### config.mk
export PLATFORM = sky130hd
export DESIGN_NAME = saf_port
export DESIGN_NICKNAME = d
export VERILOG_FILES = /design/src/saf_pkg.sv /design/src/saf_port.sv
export SDC_FILE = /design/constraint.sdc
export NUM_CORES = 1
export LEC_CHECK = 0
export ABC_CLOCK_PERIOD_IN_PS = 2800
export BUFFER_PORTS_ARGS = -buffer_cell sky130_fd_sc_hd__buf_4
export CAP_MARGIN = 10
export CORE_MARGIN = 1.5
export CORE_UTILIZATION = 53
export DETAILED_ROUTE_END_ITERATION = 7
export PLACE_DENSITY = 0.77
export SETUP_SLACK_MARGIN = 0.4
export SLEW_MARGIN = 40
export SYNTH_ARGS = -nofsm -noshare
export SYNTH_HDL_FRONTEND = slang
export SYNTH_SLANG_ARGS = --single-unit
### constraint.sdc
create_clock -name clk_sys_i -period 2.8 [get_ports clk_sys_i]
set_clock_uncertainty 0.2 [all_clocks]
set_input_delay 0.28 -clock clk_sys_i [delete_from_list [all_inputs] [get_ports clk_sys_i]]
set_output_delay 0.28 -clock clk_sys_i [all_outputs]
set_load 0.02 [all_outputs]
### src/saf_pkg.sv
`default_nettype none
package saf_pkg;
    // ----------------------------------------------------------------
    // Link protocol
    // ----------------------------------------------------------------
    localparam logic [2:0] ACK_OK = 3'h1;
    localparam logic [2:0] ACK_WAIT = 3'h2;
    localparam logic [2:0] ACK_FAULT = 3'h4;
    localparam logic [5:0] HDR_LAST = 6'h06;
    localparam logic [5:0] ACK_LAST = 6'h03;
    localparam logic [5:0] DATA_BITS = 6'h20;
    localparam logic [5:0] LINE_RESET_ONES = 6'h32;
    // ----------------------------------------------------------------
    // Link-side flags and abort word
    // ----------------------------------------------------------------
    localparam int STK_ORUN = 0;
    localparam int STK_CMP = 1;
    localparam int STK_WDERR = 2;
    localparam int DPST_READOK = 3;
    localparam int ABT_DROP = 0;
    localparam int ABT_CLR_LSB = 1;
    // ----------------------------------------------------------------
    // Software registers
    // ----------------------------------------------------------------
    localparam logic [7:0] REG_CTRL = 8'h00;
    localparam logic [7:0] REG_STAT = 8'h04;
    localparam logic [7:0] REG_IRQ_STAT = 8'h08;
    localparam logic [7:0] REG_IRQ_CLR = 8'h0c;
    localparam logic [7:0] REG_IRQ_EN = 8'h10;
    localparam int CTRL_VERIFY = 0;
    localparam int CTRL_ORUN = 1;
    localparam logic [1:0] CTRL_RST = 2'h0;
    localparam logic [3:0] IRQ_RST = 4'h0;
    localparam int EV_PROTO = 0;
    localparam int EV_WDERR = 1;
    localparam int EV_CMP = 2;
    localparam int EV_FAULT = 3;
    typedef enum logic [2:0] {S_IDLE, S_HDR, S_TRN, S_ACK, S_RDAT, S_WDAT, S_ERR} saf_state_e;
endpackage
`default_nettype wire

### src/saf_port.sv
`default_nettype none
module saf_port
#(
    parameter logic [31:0] ID_VALUE = 32'h0000_0001 // Value is arbitrary.
) (
    // Clock and reset
    input wire logic clk_sys_i,
    input wire logic rst_i,
    // Serial link
    input wire logic swclk_i,
    input wire logic swdio_i,
    output logic swdio_o,
    output logic swdio_oe_n_o,
    // Access port side
    output logic ap_req_o,
    output logic ap_we_o,
    output logic [1:0] ap_addr_o,
    output logic [31:0] ap_wdata_o,
    input wire logic ap_done_i,
    input wire logic [31:0] ap_rdata_i,
    // Register port
    input wire logic [7:0] addr_i,
    input wire logic [31:0] wdata_i,
    input wire logic wr_i,
    input wire logic rd_i,
    output logic [31:0] rdata_o,
    output logic irq_o
);
    import saf_pkg::*;

    // ----------------------------------------------------------------
    // Link input sampling
    // ----------------------------------------------------------------
    logic c1, c2, c3, clk_lvl, d1, d2, d3, din;
    always_ff @(posedge clk_sys_i) begin
        if (rst_i) begin
            // The link clock idles high; starting high keeps a false edge out after reset.
            {c1, c2, c3, clk_lvl} <= 4'hf;
            {d1, d2, d3, din} <= 4'hf;
        end else begin
            {c1, c2, c3} <= {swclk_i, c1, c2};
            {d1, d2, d3} <= {swdio_i, d1, d2};
            if (c2 == c3) clk_lvl <= c3;
            if (d2 == d3) din <= d3;
        end
    end
    logic rise;
    assign rise = c2 & c3 & ~clk_lvl;

    // ----------------------------------------------------------------
    // Request decode
    // ----------------------------------------------------------------
    saf_state_e st;
    logic [5:0] cnt;
    logic [6:0] hdr, nh;
    logic [2:0] ack_q, stk, next_ack;
    logic [1:0] ctrl, rq_a;
    logic rq_ap, rq_rd, readok, pend_v, ap_out, hdr_ok, hdr_fire, wr_end, par_ok;
    logic [31:0] rsh, wsh, rdbuf, last_rd, next_rd;
    logic rpar;
    assign nh = {din, hdr[6:1]};
    assign hdr_ok = ~(^nh[4:0]) & ~nh[5] & nh[6];
    assign hdr_fire = rise && st == S_HDR && cnt == HDR_LAST;
    assign wr_end = rise && st == S_WDAT && cnt == DATA_BITS;
    assign par_ok = (^wsh) == din;

    always_comb begin
        if (!nh[0])
            next_ack = (|stk && nh[3]) ? ACK_FAULT : ACK_OK;
        else if (|stk)
            next_ack = ACK_FAULT;
        else if (nh[1])
            next_ack = (pend_v || ap_out) ? ACK_WAIT : ACK_OK;
        else
            next_ack = pend_v ? ACK_WAIT : ACK_OK;
    end

    always_comb begin
        next_rd = 32'h0;
        if (next_ack == ACK_OK) begin
            if (nh[0]) next_rd = rdbuf;
            else begin
                unique case (nh[3:2])
                    2'h0: next_rd = ID_VALUE;
                    2'h1: next_rd = {28'h0, readok, stk};
                    2'h2: next_rd = last_rd;
                    2'h3: next_rd = rdbuf;
                endcase
            end
        end
    end

    // ----------------------------------------------------------------
    // Link sequencer
    // ----------------------------------------------------------------
    always_ff @(posedge clk_sys_i) begin
        if (rst_i) begin
            st <= S_IDLE;
            cnt <= 6'h0;
            hdr <= 7'h0;
            ack_q <= ACK_OK;
            {rq_ap, rq_rd, rq_a} <= 4'h0;
            {swdio_o, swdio_oe_n_o} <= 2'h1;
            {rsh, wsh, last_rd} <= 96'h0;
            rpar <= 1'b0;
        end else if (rise) begin
            unique case (st)
                S_IDLE: begin
                    if (din) begin
                        st <= S_HDR;
                        cnt <= 6'h0;
                    end
                end
                S_HDR: begin
                    hdr <= nh;
                    cnt <= cnt + 6'h1;
                    if (cnt == HDR_LAST) begin
                        // A bad header leaves the line undriven.
                        st <= hdr_ok ? S_TRN : S_ERR;
                        cnt <= 6'h0;
                        ack_q <= next_ack;
                        {rq_a, rq_rd, rq_ap} <= nh[3:0];
                        rsh <= next_rd;
                        rpar <= ^next_rd;
                    end
                end
                S_TRN: begin
                    st <= S_ACK;
                    swdio_oe_n_o <= 1'b0;
                    swdio_o <= ack_q[0];
                    cnt <= 6'h1;
                end
                S_ACK: begin
                    if (cnt < ACK_LAST) begin
                        swdio_o <= ack_q[cnt[1:0]];
                        cnt <= cnt + 6'h1;
                    end else if (ack_q != ACK_OK && !ctrl[CTRL_ORUN]) begin
                        swdio_oe_n_o <= 1'b1;
                        st <= S_IDLE;
                    end else if (rq_rd) begin
                        swdio_o <= rsh[0];
                        rsh <= rsh >> 1;
                        last_rd <= rsh;
                        st <= S_RDAT;
                        cnt <= 6'h1;
                    end else begin
                        swdio_oe_n_o <= 1'b1;
                        st <= S_WDAT;
                        cnt <= 6'h0;
                    end
                end
                S_RDAT: begin
                    cnt <= cnt + 6'h1;
                    if (cnt < DATA_BITS) begin
                        swdio_o <= rsh[0];
                        rsh <= rsh >> 1;
                    end else if (cnt == DATA_BITS) begin
                        swdio_o <= rpar;
                    end else begin
                        swdio_oe_n_o <= 1'b1;
                        st <= S_IDLE;
                    end
                end
                S_WDAT: begin
                    // Parity is judged only here, after the acknowledge went out.
                    if (cnt < DATA_BITS) begin
                        wsh <= {din, wsh[31:1]};
                        cnt <= cnt + 6'h1;
                    end else begin
                        st <= S_IDLE;
                    end
                end
                S_ERR: begin
                    // Only a line reset, ones then a low bit, ends the lockout.
                    if (din) begin
                        if (cnt < LINE_RESET_ONES) cnt <= cnt + 6'h1;
                    end else if (cnt == LINE_RESET_ONES) begin
                        st <= S_IDLE;
                    end else begin
                        cnt <= 6'h0;
                    end
                end
                default: st <= S_IDLE;
            endcase
        end
    end

    // ----------------------------------------------------------------
    // Sticky flags and access port queue
    // ----------------------------------------------------------------
    logic wr_ok, abort, ap_rd_go, cmp_ev, wderr_ev, cur_cmp;
    logic pend_we, pend_cmp;
    logic [1:0] pend_a;
    logic [31:0] pend_d;
    assign wr_ok = wr_end && ack_q == ACK_OK && par_ok;
    assign wderr_ev = wr_end && ack_q == ACK_OK && !par_ok;
    assign abort = wr_ok && !rq_ap && rq_a == 2'h0;
    assign ap_rd_go = hdr_fire && hdr_ok && nh[0] && nh[1] && next_ack == ACK_OK;
    assign cmp_ev = ap_done_i && cur_cmp && ap_rdata_i != ap_wdata_o;

    always_ff @(posedge clk_sys_i) begin
        if (rst_i) begin
            stk <= 3'h0;
        end else begin
            stk <= (stk & ~(abort ? wsh[ABT_CLR_LSB +: 3] : 3'h0)) | {
                wderr_ev,
                cmp_ev,
                hdr_fire && hdr_ok && next_ack != ACK_OK && ctrl[CTRL_ORUN]};
        end
    end

    always_ff @(posedge clk_sys_i) begin
        if (rst_i) readok <= 1'b0;
        else if (hdr_fire && hdr_ok && nh[0] && nh[1]) readok <= next_ack == ACK_OK;
    end

    always_ff @(posedge clk_sys_i) begin
        if (rst_i) begin
            {pend_v, pend_we, pend_cmp, ap_out, ap_req_o, ap_we_o, cur_cmp} <= 7'h0;
            pend_a <= 2'h0;
            ap_addr_o <= 2'h0;
            {pend_d, ap_wdata_o, rdbuf} <= 96'h0;
        end else begin
            ap_req_o <= 1'b0;
            if (ap_done_i) begin
                ap_out <= 1'b0;
                if (!ap_we_o) rdbuf <= ap_rdata_i;
            end
            if (pend_v && !ap_out) begin
                ap_req_o <= 1'b1;
                ap_out <= 1'b1;
                pend_v <= 1'b0;
                ap_we_o <= pend_we;
                cur_cmp <= pend_cmp;
                ap_addr_o <= pend_a;
                ap_wdata_o <= pend_d;
            end
            if (ap_rd_go) begin
                {pend_v, pend_we, pend_cmp} <= 3'h4;
                pend_a <= nh[3:2];
            end else if (wr_ok && rq_ap) begin
                // Verify mode turns the write into a read that is compared.
                pend_v <= 1'b1;
                pend_we <= !ctrl[CTRL_VERIFY];
                pend_cmp <= ctrl[CTRL_VERIFY];
                pend_a <= rq_a;
                pend_d <= wsh;
            end else if (abort && wsh[ABT_DROP]) begin
                pend_v <= 1'b0;
            end
        end
    end

    // ----------------------------------------------------------------
    // Software registers and interrupt
    // ----------------------------------------------------------------
    logic [3:0] irq_st, irq_en, ev;
    assign ev = {hdr_fire && hdr_ok && next_ack == ACK_FAULT, cmp_ev, wderr_ev,
                 hdr_fire && !hdr_ok};

    always_ff @(posedge clk_sys_i) begin
        if (rst_i) begin
            ctrl <= CTRL_RST;
            irq_en <= IRQ_RST;
        end else if (wr_i) begin
            if (addr_i == REG_CTRL) ctrl <= wdata_i[1:0];
            if (addr_i == REG_IRQ_EN) irq_en <= wdata_i[3:0];
        end
    end

    always_ff @(posedge clk_sys_i) begin
        if (rst_i) begin
            irq_st <= IRQ_RST;
            irq_o <= 1'b0;
        end else begin
            // A new event wins over a clear in the same cycle.
            irq_st <= (irq_st & ~((wr_i && addr_i == REG_IRQ_CLR) ? wdata_i[3:0] : 4'h0)) | ev;
            irq_o <= |(irq_st & irq_en);
        end
    end

    always_ff @(posedge clk_sys_i) begin
        if (rst_i || !rd_i) rdata_o <= 32'h0;
        else begin
            unique case (addr_i)
                REG_CTRL: rdata_o <= {30'h0, ctrl};
                REG_STAT: rdata_o <= {26'h0, ap_out, pend_v, readok, stk};
                REG_IRQ_STAT: rdata_o <= {28'h0, irq_st};
                REG_IRQ_EN: rdata_o <= {28'h0, irq_en};
                default: rdata_o <= 32'h0;
            endcase
        end
    end
endmodule // saf_port
`default_nettype wire

# After elaboration in Yosys (flattened, before gate mapping)
# Index checks and enable logic that the tools add are counted.
[word_totals]
ff_bits = 284
inputBits = 79
[op_classes]
addsub = 1
magnitude_cmp = 4
n_eq_ne = 43
muxes = 63
n_bitwise = 18
reduce_logical = 63
[op_table]
columns = ["op", "n"]
rows = [
  ["$mux W32", 7],
  ["$pmux W32 S4", 1],
  ["$pmux W32 S3", 1],
  ["$reduce_xor A32 Y1", 2],
  ["$mux W6", 8],
  ["$mux W3", 14],
  ["$pmux W6 S7", 1],
  ["$ne A32 B32 Y1", 1],
  ["$logic_and A1 B1 Y1", 25],
  ["$pmux W6 S4", 1],
  ["$pmux W3 S7", 1],
  ["$mux W1", 20],
  ["$ne A2 B2 Y1 const B", 10],
  ["$ne A3 B3 Y1 const B", 6],
  ["$eq A8 B4 Y1 const B", 2],
  ["$reduce_and A7 Y1", 2],
  ["$eq A3 B3 Y1 const B", 4],
  ["$eq A6 B6 Y1 const B", 2],
  ["$lt A6 B6 Y1 const B", 2],
  ["$mux W2", 5],
  ["$reduce_and A2 Y1", 5],
  ["$reduce_and A5 Y1", 2],
  ["$eq A3 B1 Y1 const B", 3],
  ["$reduce_and A9 Y1", 1],
  ["other kinds (38)", 66],
]

# Longest topological paths before layout
[logic_depth]
word_depth = 12
depth_mapped = 13
ltp_nobuf = 11

# Least setup slack after synthesis
# OpenSTA, ideal clock, no wires.
[synth_timing]
path_kind = "register -> register"
start = "register hdr[3]"
end = "register rpar"
setup_time_ns = 0.096
t_arrival_ns = 2.496
setup_slack_ns = 0.009
stages_incl_launch_ff = 14
n_path_buf = 2
synth_period_minus_slack_ns = 2.791
cell_sequence = "dfxtp_1 inv_1 ha_1 nor2b_2 or2_1 buf_2 buf_6 nand2_1 a22oi_1 o22ai_2 xnor2_1 xnor3_1 xnor2_1 o41ai_2"
[synth_between]
elab_chain_cells = 5
elab_cells_between_ends = 8
cone_classes = "eq/ne: 3; mux: 3; reduce/logical: 2"
[synth_rtl]
columns = ["element", "line", "source"]
rows = [
  ["from (decl)", "saf_port.sv:55", "logic [6:0] hdr, nh;"],
  ["from (signal assigned)", "saf_port.sv:115", "hdr <= nh;"],
  ["$eq A2 B2 Y1 (tied with other cells)", "saf_port.sv:83", "unique case (nh[3:2])"],
  ["$pmux W32 S4 *", "saf_port.sv:83", ""],
  ["$mux W32 *", "saf_port.sv:81", "if (nh[0]) next_rd = rdbuf;"],
  ["$mux W32 *", "saf_port.sv:80", "if (next_ack == ACK_OK) begin"],
  ["$reduce_xor A32 Y1 *", "saf_port.sv:124", "rpar <= ^next_rd;"],
  ["to (signal assigned)", "saf_port.sv:124", ""],
  ["to (decl)", "saf_port.sv:60", "logic rpar;"],
]
# Mark *: on every way between the ends. The rest lies on a longest branch, timed or not.
# A chain may end at the register's enable or synchronous reset.

# Final worst setup path
[layout_timing]
start = "register wsh[10]"
end = "register pend_d[27]"
[layout_between]
elab_chain_cells = 5
[layout_rtl]
columns = ["element", "line", "source"]
rows = [
  ["from (decl)", "saf_port.sv:59", "logic [31:0] rsh, wsh, rdbuf, last_rd, next_rd;"],
  ["from (signal assigned)", "saf_port.sv:167", "wsh <= {din, wsh[31:1]};"],
  ["$reduce_xor A32 Y1", "saf_port.sv:65", "assign par_ok = (^wsh) == din;"],
  ["$eq A1 B1 Y1", "saf_port.sv:65", ""],
  ["$logic_and A1 B1 Y1", "saf_port.sv:195", "assign wr_ok = wr_end && ack_q == ACK_OK && par_ok;"],
  ["$logic_and A1 B1 Y1", "saf_port.sv:241", "end else if (wr_ok && rq_ap) begin"],
  ["$reduce_and A2 Y1 (no line)", "n/a", ""],
  ["to (signal assigned)", "saf_port.sv:247", "pend_d <= wsh;"],
  ["to (decl)", "saf_port.sv:194", "logic [31:0] pend_d;"],
]
# No other way between the ends.

==> impl_metrics.py <==
metrics = {
    "worst_setup_path": {
        "critPathRequiredTime_ps": 3050,
        "crit_family": "XOR/XNOR gates",
        "crit_fanout": 7,
        "cp-start-kind": "register",
        "crit_type": "register to register",
        "critPathBufInv": 2,
        "worst_path_most_repeated_cell": "xnor2_2",
        "timing.rr.start": "wsh[10]",
        "r2r_slack_ps": -200,
        "worstPathCellList": "xnor2_4, xnor2_2, xnor2_2, xnor2_2, xnor2_2, xnor2_2, and3_4, buf_12, buf_16, nand2_4, a21oi_2",
        "critPathMaxStageDelay_ps": 370,
        "slowest_stage": "dfxtp_4",
        "cp-end-kind": "register",
        "worstReg2RegEnd": "pend_d[27]",
        "arrival_ps": 3250,
        "reg2regPathDepth": 11,
    },
    "outcome": {
        "violations": "setup timing",
        "status": "finished with violations",
    },
    "power_and_ir_drop": {
        "p_per_area_mw_per_mm2": 499.8,
        "power_leakage_uw": 0.006099,
        "p_int_uw": 6206,
        "switching_power_uw": 1887,
        "seq_power_share": 0.461,
        "ir_drop_v": 0.0005846,
        "clock_power_share": 0.484,
        "switching_share": 0.2332,
        "pwr-share-comb": 0.055,
    },
    "die": {
        "die_h_um": 155.8,
        "io_pins": 150,
        "die_w_um": 155.8,
        "design.core.area_mm2": 0.02278,
        "rows": 55,
        "fp.dieArea_mm2": 0.02429,
        "initial_utilization": 0.5436,
    },
    "route": {
        "vias_per_cell": 6.123,
        "wirelength_mm": 42.24,
        "post_drt_wl_per_cell_um": 20.52,
        "wl_met1_mm": 15.94,
        "drt_iter0_drc": 1288,
        "ant_nets": 0,
        "drcViolationCount": 0,
        "dr.pass1.iters": 8,
        "routed-wl-met2_mm": 19.60,
        "vias": 12601,
        "topRoutingLayerUsed": "met4",
        "wl_met3_mm": 3.927,
    },
    "placed_design": {
        "gp_congestion": 0.9003,
        "dp_hpwl_mm": 22.17,
        "io_buffers": 95,
    },
    "timing": {
        "max_slew_margin": 0.6312,
        "finalCritPeriodShare": 1.070,
        "setup_viol": 2,
        "hold_viol": 0,
        "maxSlewViolCount": 0,
        "min_period_ps": 2996,
        "rsz0062_at_grt": "yes",
        "fmax_mhz": 333.8,
        "worst_slack_ps": -195.6,
        "tightest_slew_ps": 548.6,
        "whs_ps": 19.25,
    },
    "grt": {
        "grt_overflow": 0,
        "grt_pass1_wl_mm": 61.50,
        "grt_max_degree": 77,
        "grt_pass1_vias": 11742,
        "track_usage": 0.3157,
        "antenna_found_initial": 0,
    },
    "logic_synthesis": {
        "syn_inst": 1555,
        "synth_top_area_cell": "dfxtp_1",
        "yosysSeqAreaShare": 0.4155,
        "yosysWarnings": 0,
        "ys_async_sr_fraction": 0,
        "synth_edf_count": 0,
        "syn_area_mm2": 0.01238,
        "synth.distinct_cells": 75,
        "ys.flop_type": "dfxtp_1",
        "postSynthAreaPerCell_um2": 7.963,
        "yosys_register_bits": 257,
        "yosysTopAreaCellShare": 0.4155,
        "synth_area_leaders": "dfxtp_1, nand2_1, a21oi_1, a211oi_1, xnor2_1",
    },
    "cells_and_area": {
        "layout_common_cells": "nand2_1, dfxtp_1, a21oi_1",
        "diodes": 0,
        "final_common_cell": "nand2_1",
        "area_growth_pct": 30.78,
        "fin_util": 0.7109,
        "nNetsFinal": 1811,
        "drive_gt1_frac": 0.2527,
        "fillers": 1544,
    },
    "clock_tree": {
        "tritoncts": "done",
        "cts_max_level": 1,
        "cts.sinks": 257,
        "clk_latency_ps": 560,
        "clk_pin_slew_ps": 70,
        "cts_made_buffers": 27,
        "root_buffer": "clkbuf_16",
        "ctsLongestPathBuffers": 3,
    },
    "min_path": {
        "worstHoldStart": "wr_i",
        "min_path_cells": 4,
        "holdPathEnd": "ctrl[0]",
        "hold_class": "input port to register",
    },
    "job": {
        "maxCapViolCount": 0,
    },
}
-- worst reg2reg max path: stages (launching register included) --
cell	delay [ps]
dfxtp_4	370
xnor2_4	230
xnor2_2	140
xnor2_2	360
xnor2_2	160
xnor2_2	170
xnor2_2	220
and3_4	360
buf_12	150
buf_16	160
nand2_4	80
a21oi_2	290
-- cell usage after synthesis (4+ instances only) --
cell      instances
inv_1            12
nor4_1           11
nand3b_1          5
a21oi_2          31
a21oi_1         214
ha_1              8
dfxtp_1         257
nor3_1           15
or2_2             7
buf_2             9
xor2_1           36
o22ai_1          16
o21ai_0          32
o211ai_1          4
mux2i_1          20
xnor2_1          44
and3_1            5
nand2_2          26
nand3_1          12
buf_4            27
a22oi_1          36
buf_6             7
or3_1             6
nand4_1           4
a211oi_1         57
nand2b_1          6
nand2_1         369
nor2_1           88
nor2b_1          45
clkbuf_1         79
-- cell families (layout without fill, tap and decap cells) --
logic type      after synthesis  count (layout)  synth area share
buf+inv                     140             305           0.05972
xor+xnor                     82              82           0.05972
other cells                   1              26         0.0003029
simple gates                616             616            0.2208
mux                          22              22           0.01799
fa+ha+maj                     8               8          0.008084
flops                       257             257            0.4155
compound gates              429             429            0.2179
-- through the flow --
stage          TNS (ps)  total power [uW]  std cells  setup slack (ps)  instance area [um^2]
2_1_floorplan         0              4048       1580             140.6                 12490
3_3_place_gp          0              4165       1922             14.05                 13520
3_5_place_dp     -88.29              4173       1922            -88.29                 13520
4_1_cts          -91.41              8030       2038            -91.41                 15720
5_1_grt          -521.7              8263       2058            -266.0                 16190
6_report         -352.5              8094       2058            -195.6                 16190
-- power by group through the flow --
| stage | combinational [uW] | clock (uW) | sequential (uW) |
|---|---|---|---|
| 3_5_place_dp | 357 | 0 | 3820 |
| 4_1_cts | 407 | 3890 | 3730 |
| 3_3_place_gp | 351 | 0 | 3810 |
| 5_1_grt | 474 | 4060 | 3730 |
| 6_report | 444 | 3920 | 3730 |
| 2_1_floorplan | 252 | 0 | 3800 |
-- sequential cells by signal (all words and copies together), names as in the netlist, 2 cells and up --
| register | count |
|---|---|
| pend_d | 32 |
| pend_a | 2 |
| irq_st | 4 |
| ctrl | 2 |
| rq_a | 2 |
| wsh | 32 |
| ap_addr_o | 2 |
| rsh | 32 |
| hdr | 6 |
| last_rd | 32 |
| stk | 3 |
| rdata_o | 6 |
| ack_q | 3 |
| cnt | 6 |
| st | 3 |
| ap_wdata_o | 32 |
| rdbuf | 32 |
| irq_en | 4 |
-- cell type report --
type | count | area, um^2 | area share
repair buffers | 243 | 2376 | 0.1467
multi-input cells | 1183 | 7191 | 0.4441
inverters | 12 | 47.55 | 0.002936
clock buffers | 40 | 834.6 | 0.05154
flip-flops and latches | 257 | 5209 | 0.3217
well taps | 313 | 391.6 | 0.02418
clock inverters | 10 | 143.9 | 0.008886
-- worst max path at each step --
| stage | start | to | slack (ps) | cells past startpoint |
|---|---|---|---|---|
| finish | wsh[10] | pend_d[27] | -200 | 11 |
| global route | hdr[3] | rpar | -270 | 12 |
| CTS | hdr[4] | rpar | -90 | 12 |
| detailed placement | hdr[3] | rpar | -90 | 12 |
| global placement | hdr[3] | rpar | 10 | 12 |
| floorplan | hdr[3] | rpar | 140 | 13 |
-- layer usage --
layer | global-route usage | up-vias
li1 | - | 5620
met1 | 0.3977 | 5944
met2 | 0.5196 | 815
met3 | 0.05333 | 222
met4 | 0.1642 | 0
met5 | 0 | -
-- repair_timing --
item,in CTS,in global routing
resized for setup,121,59
hold buffers,43,0
gates cloned,6,7
endpoints found under the hold margin,50,0
pin swaps,77,30
buffers inserted,17,13
endpoints found under the setup margin,45,115
Note: power is estimated with default switching activity, not from simulation.
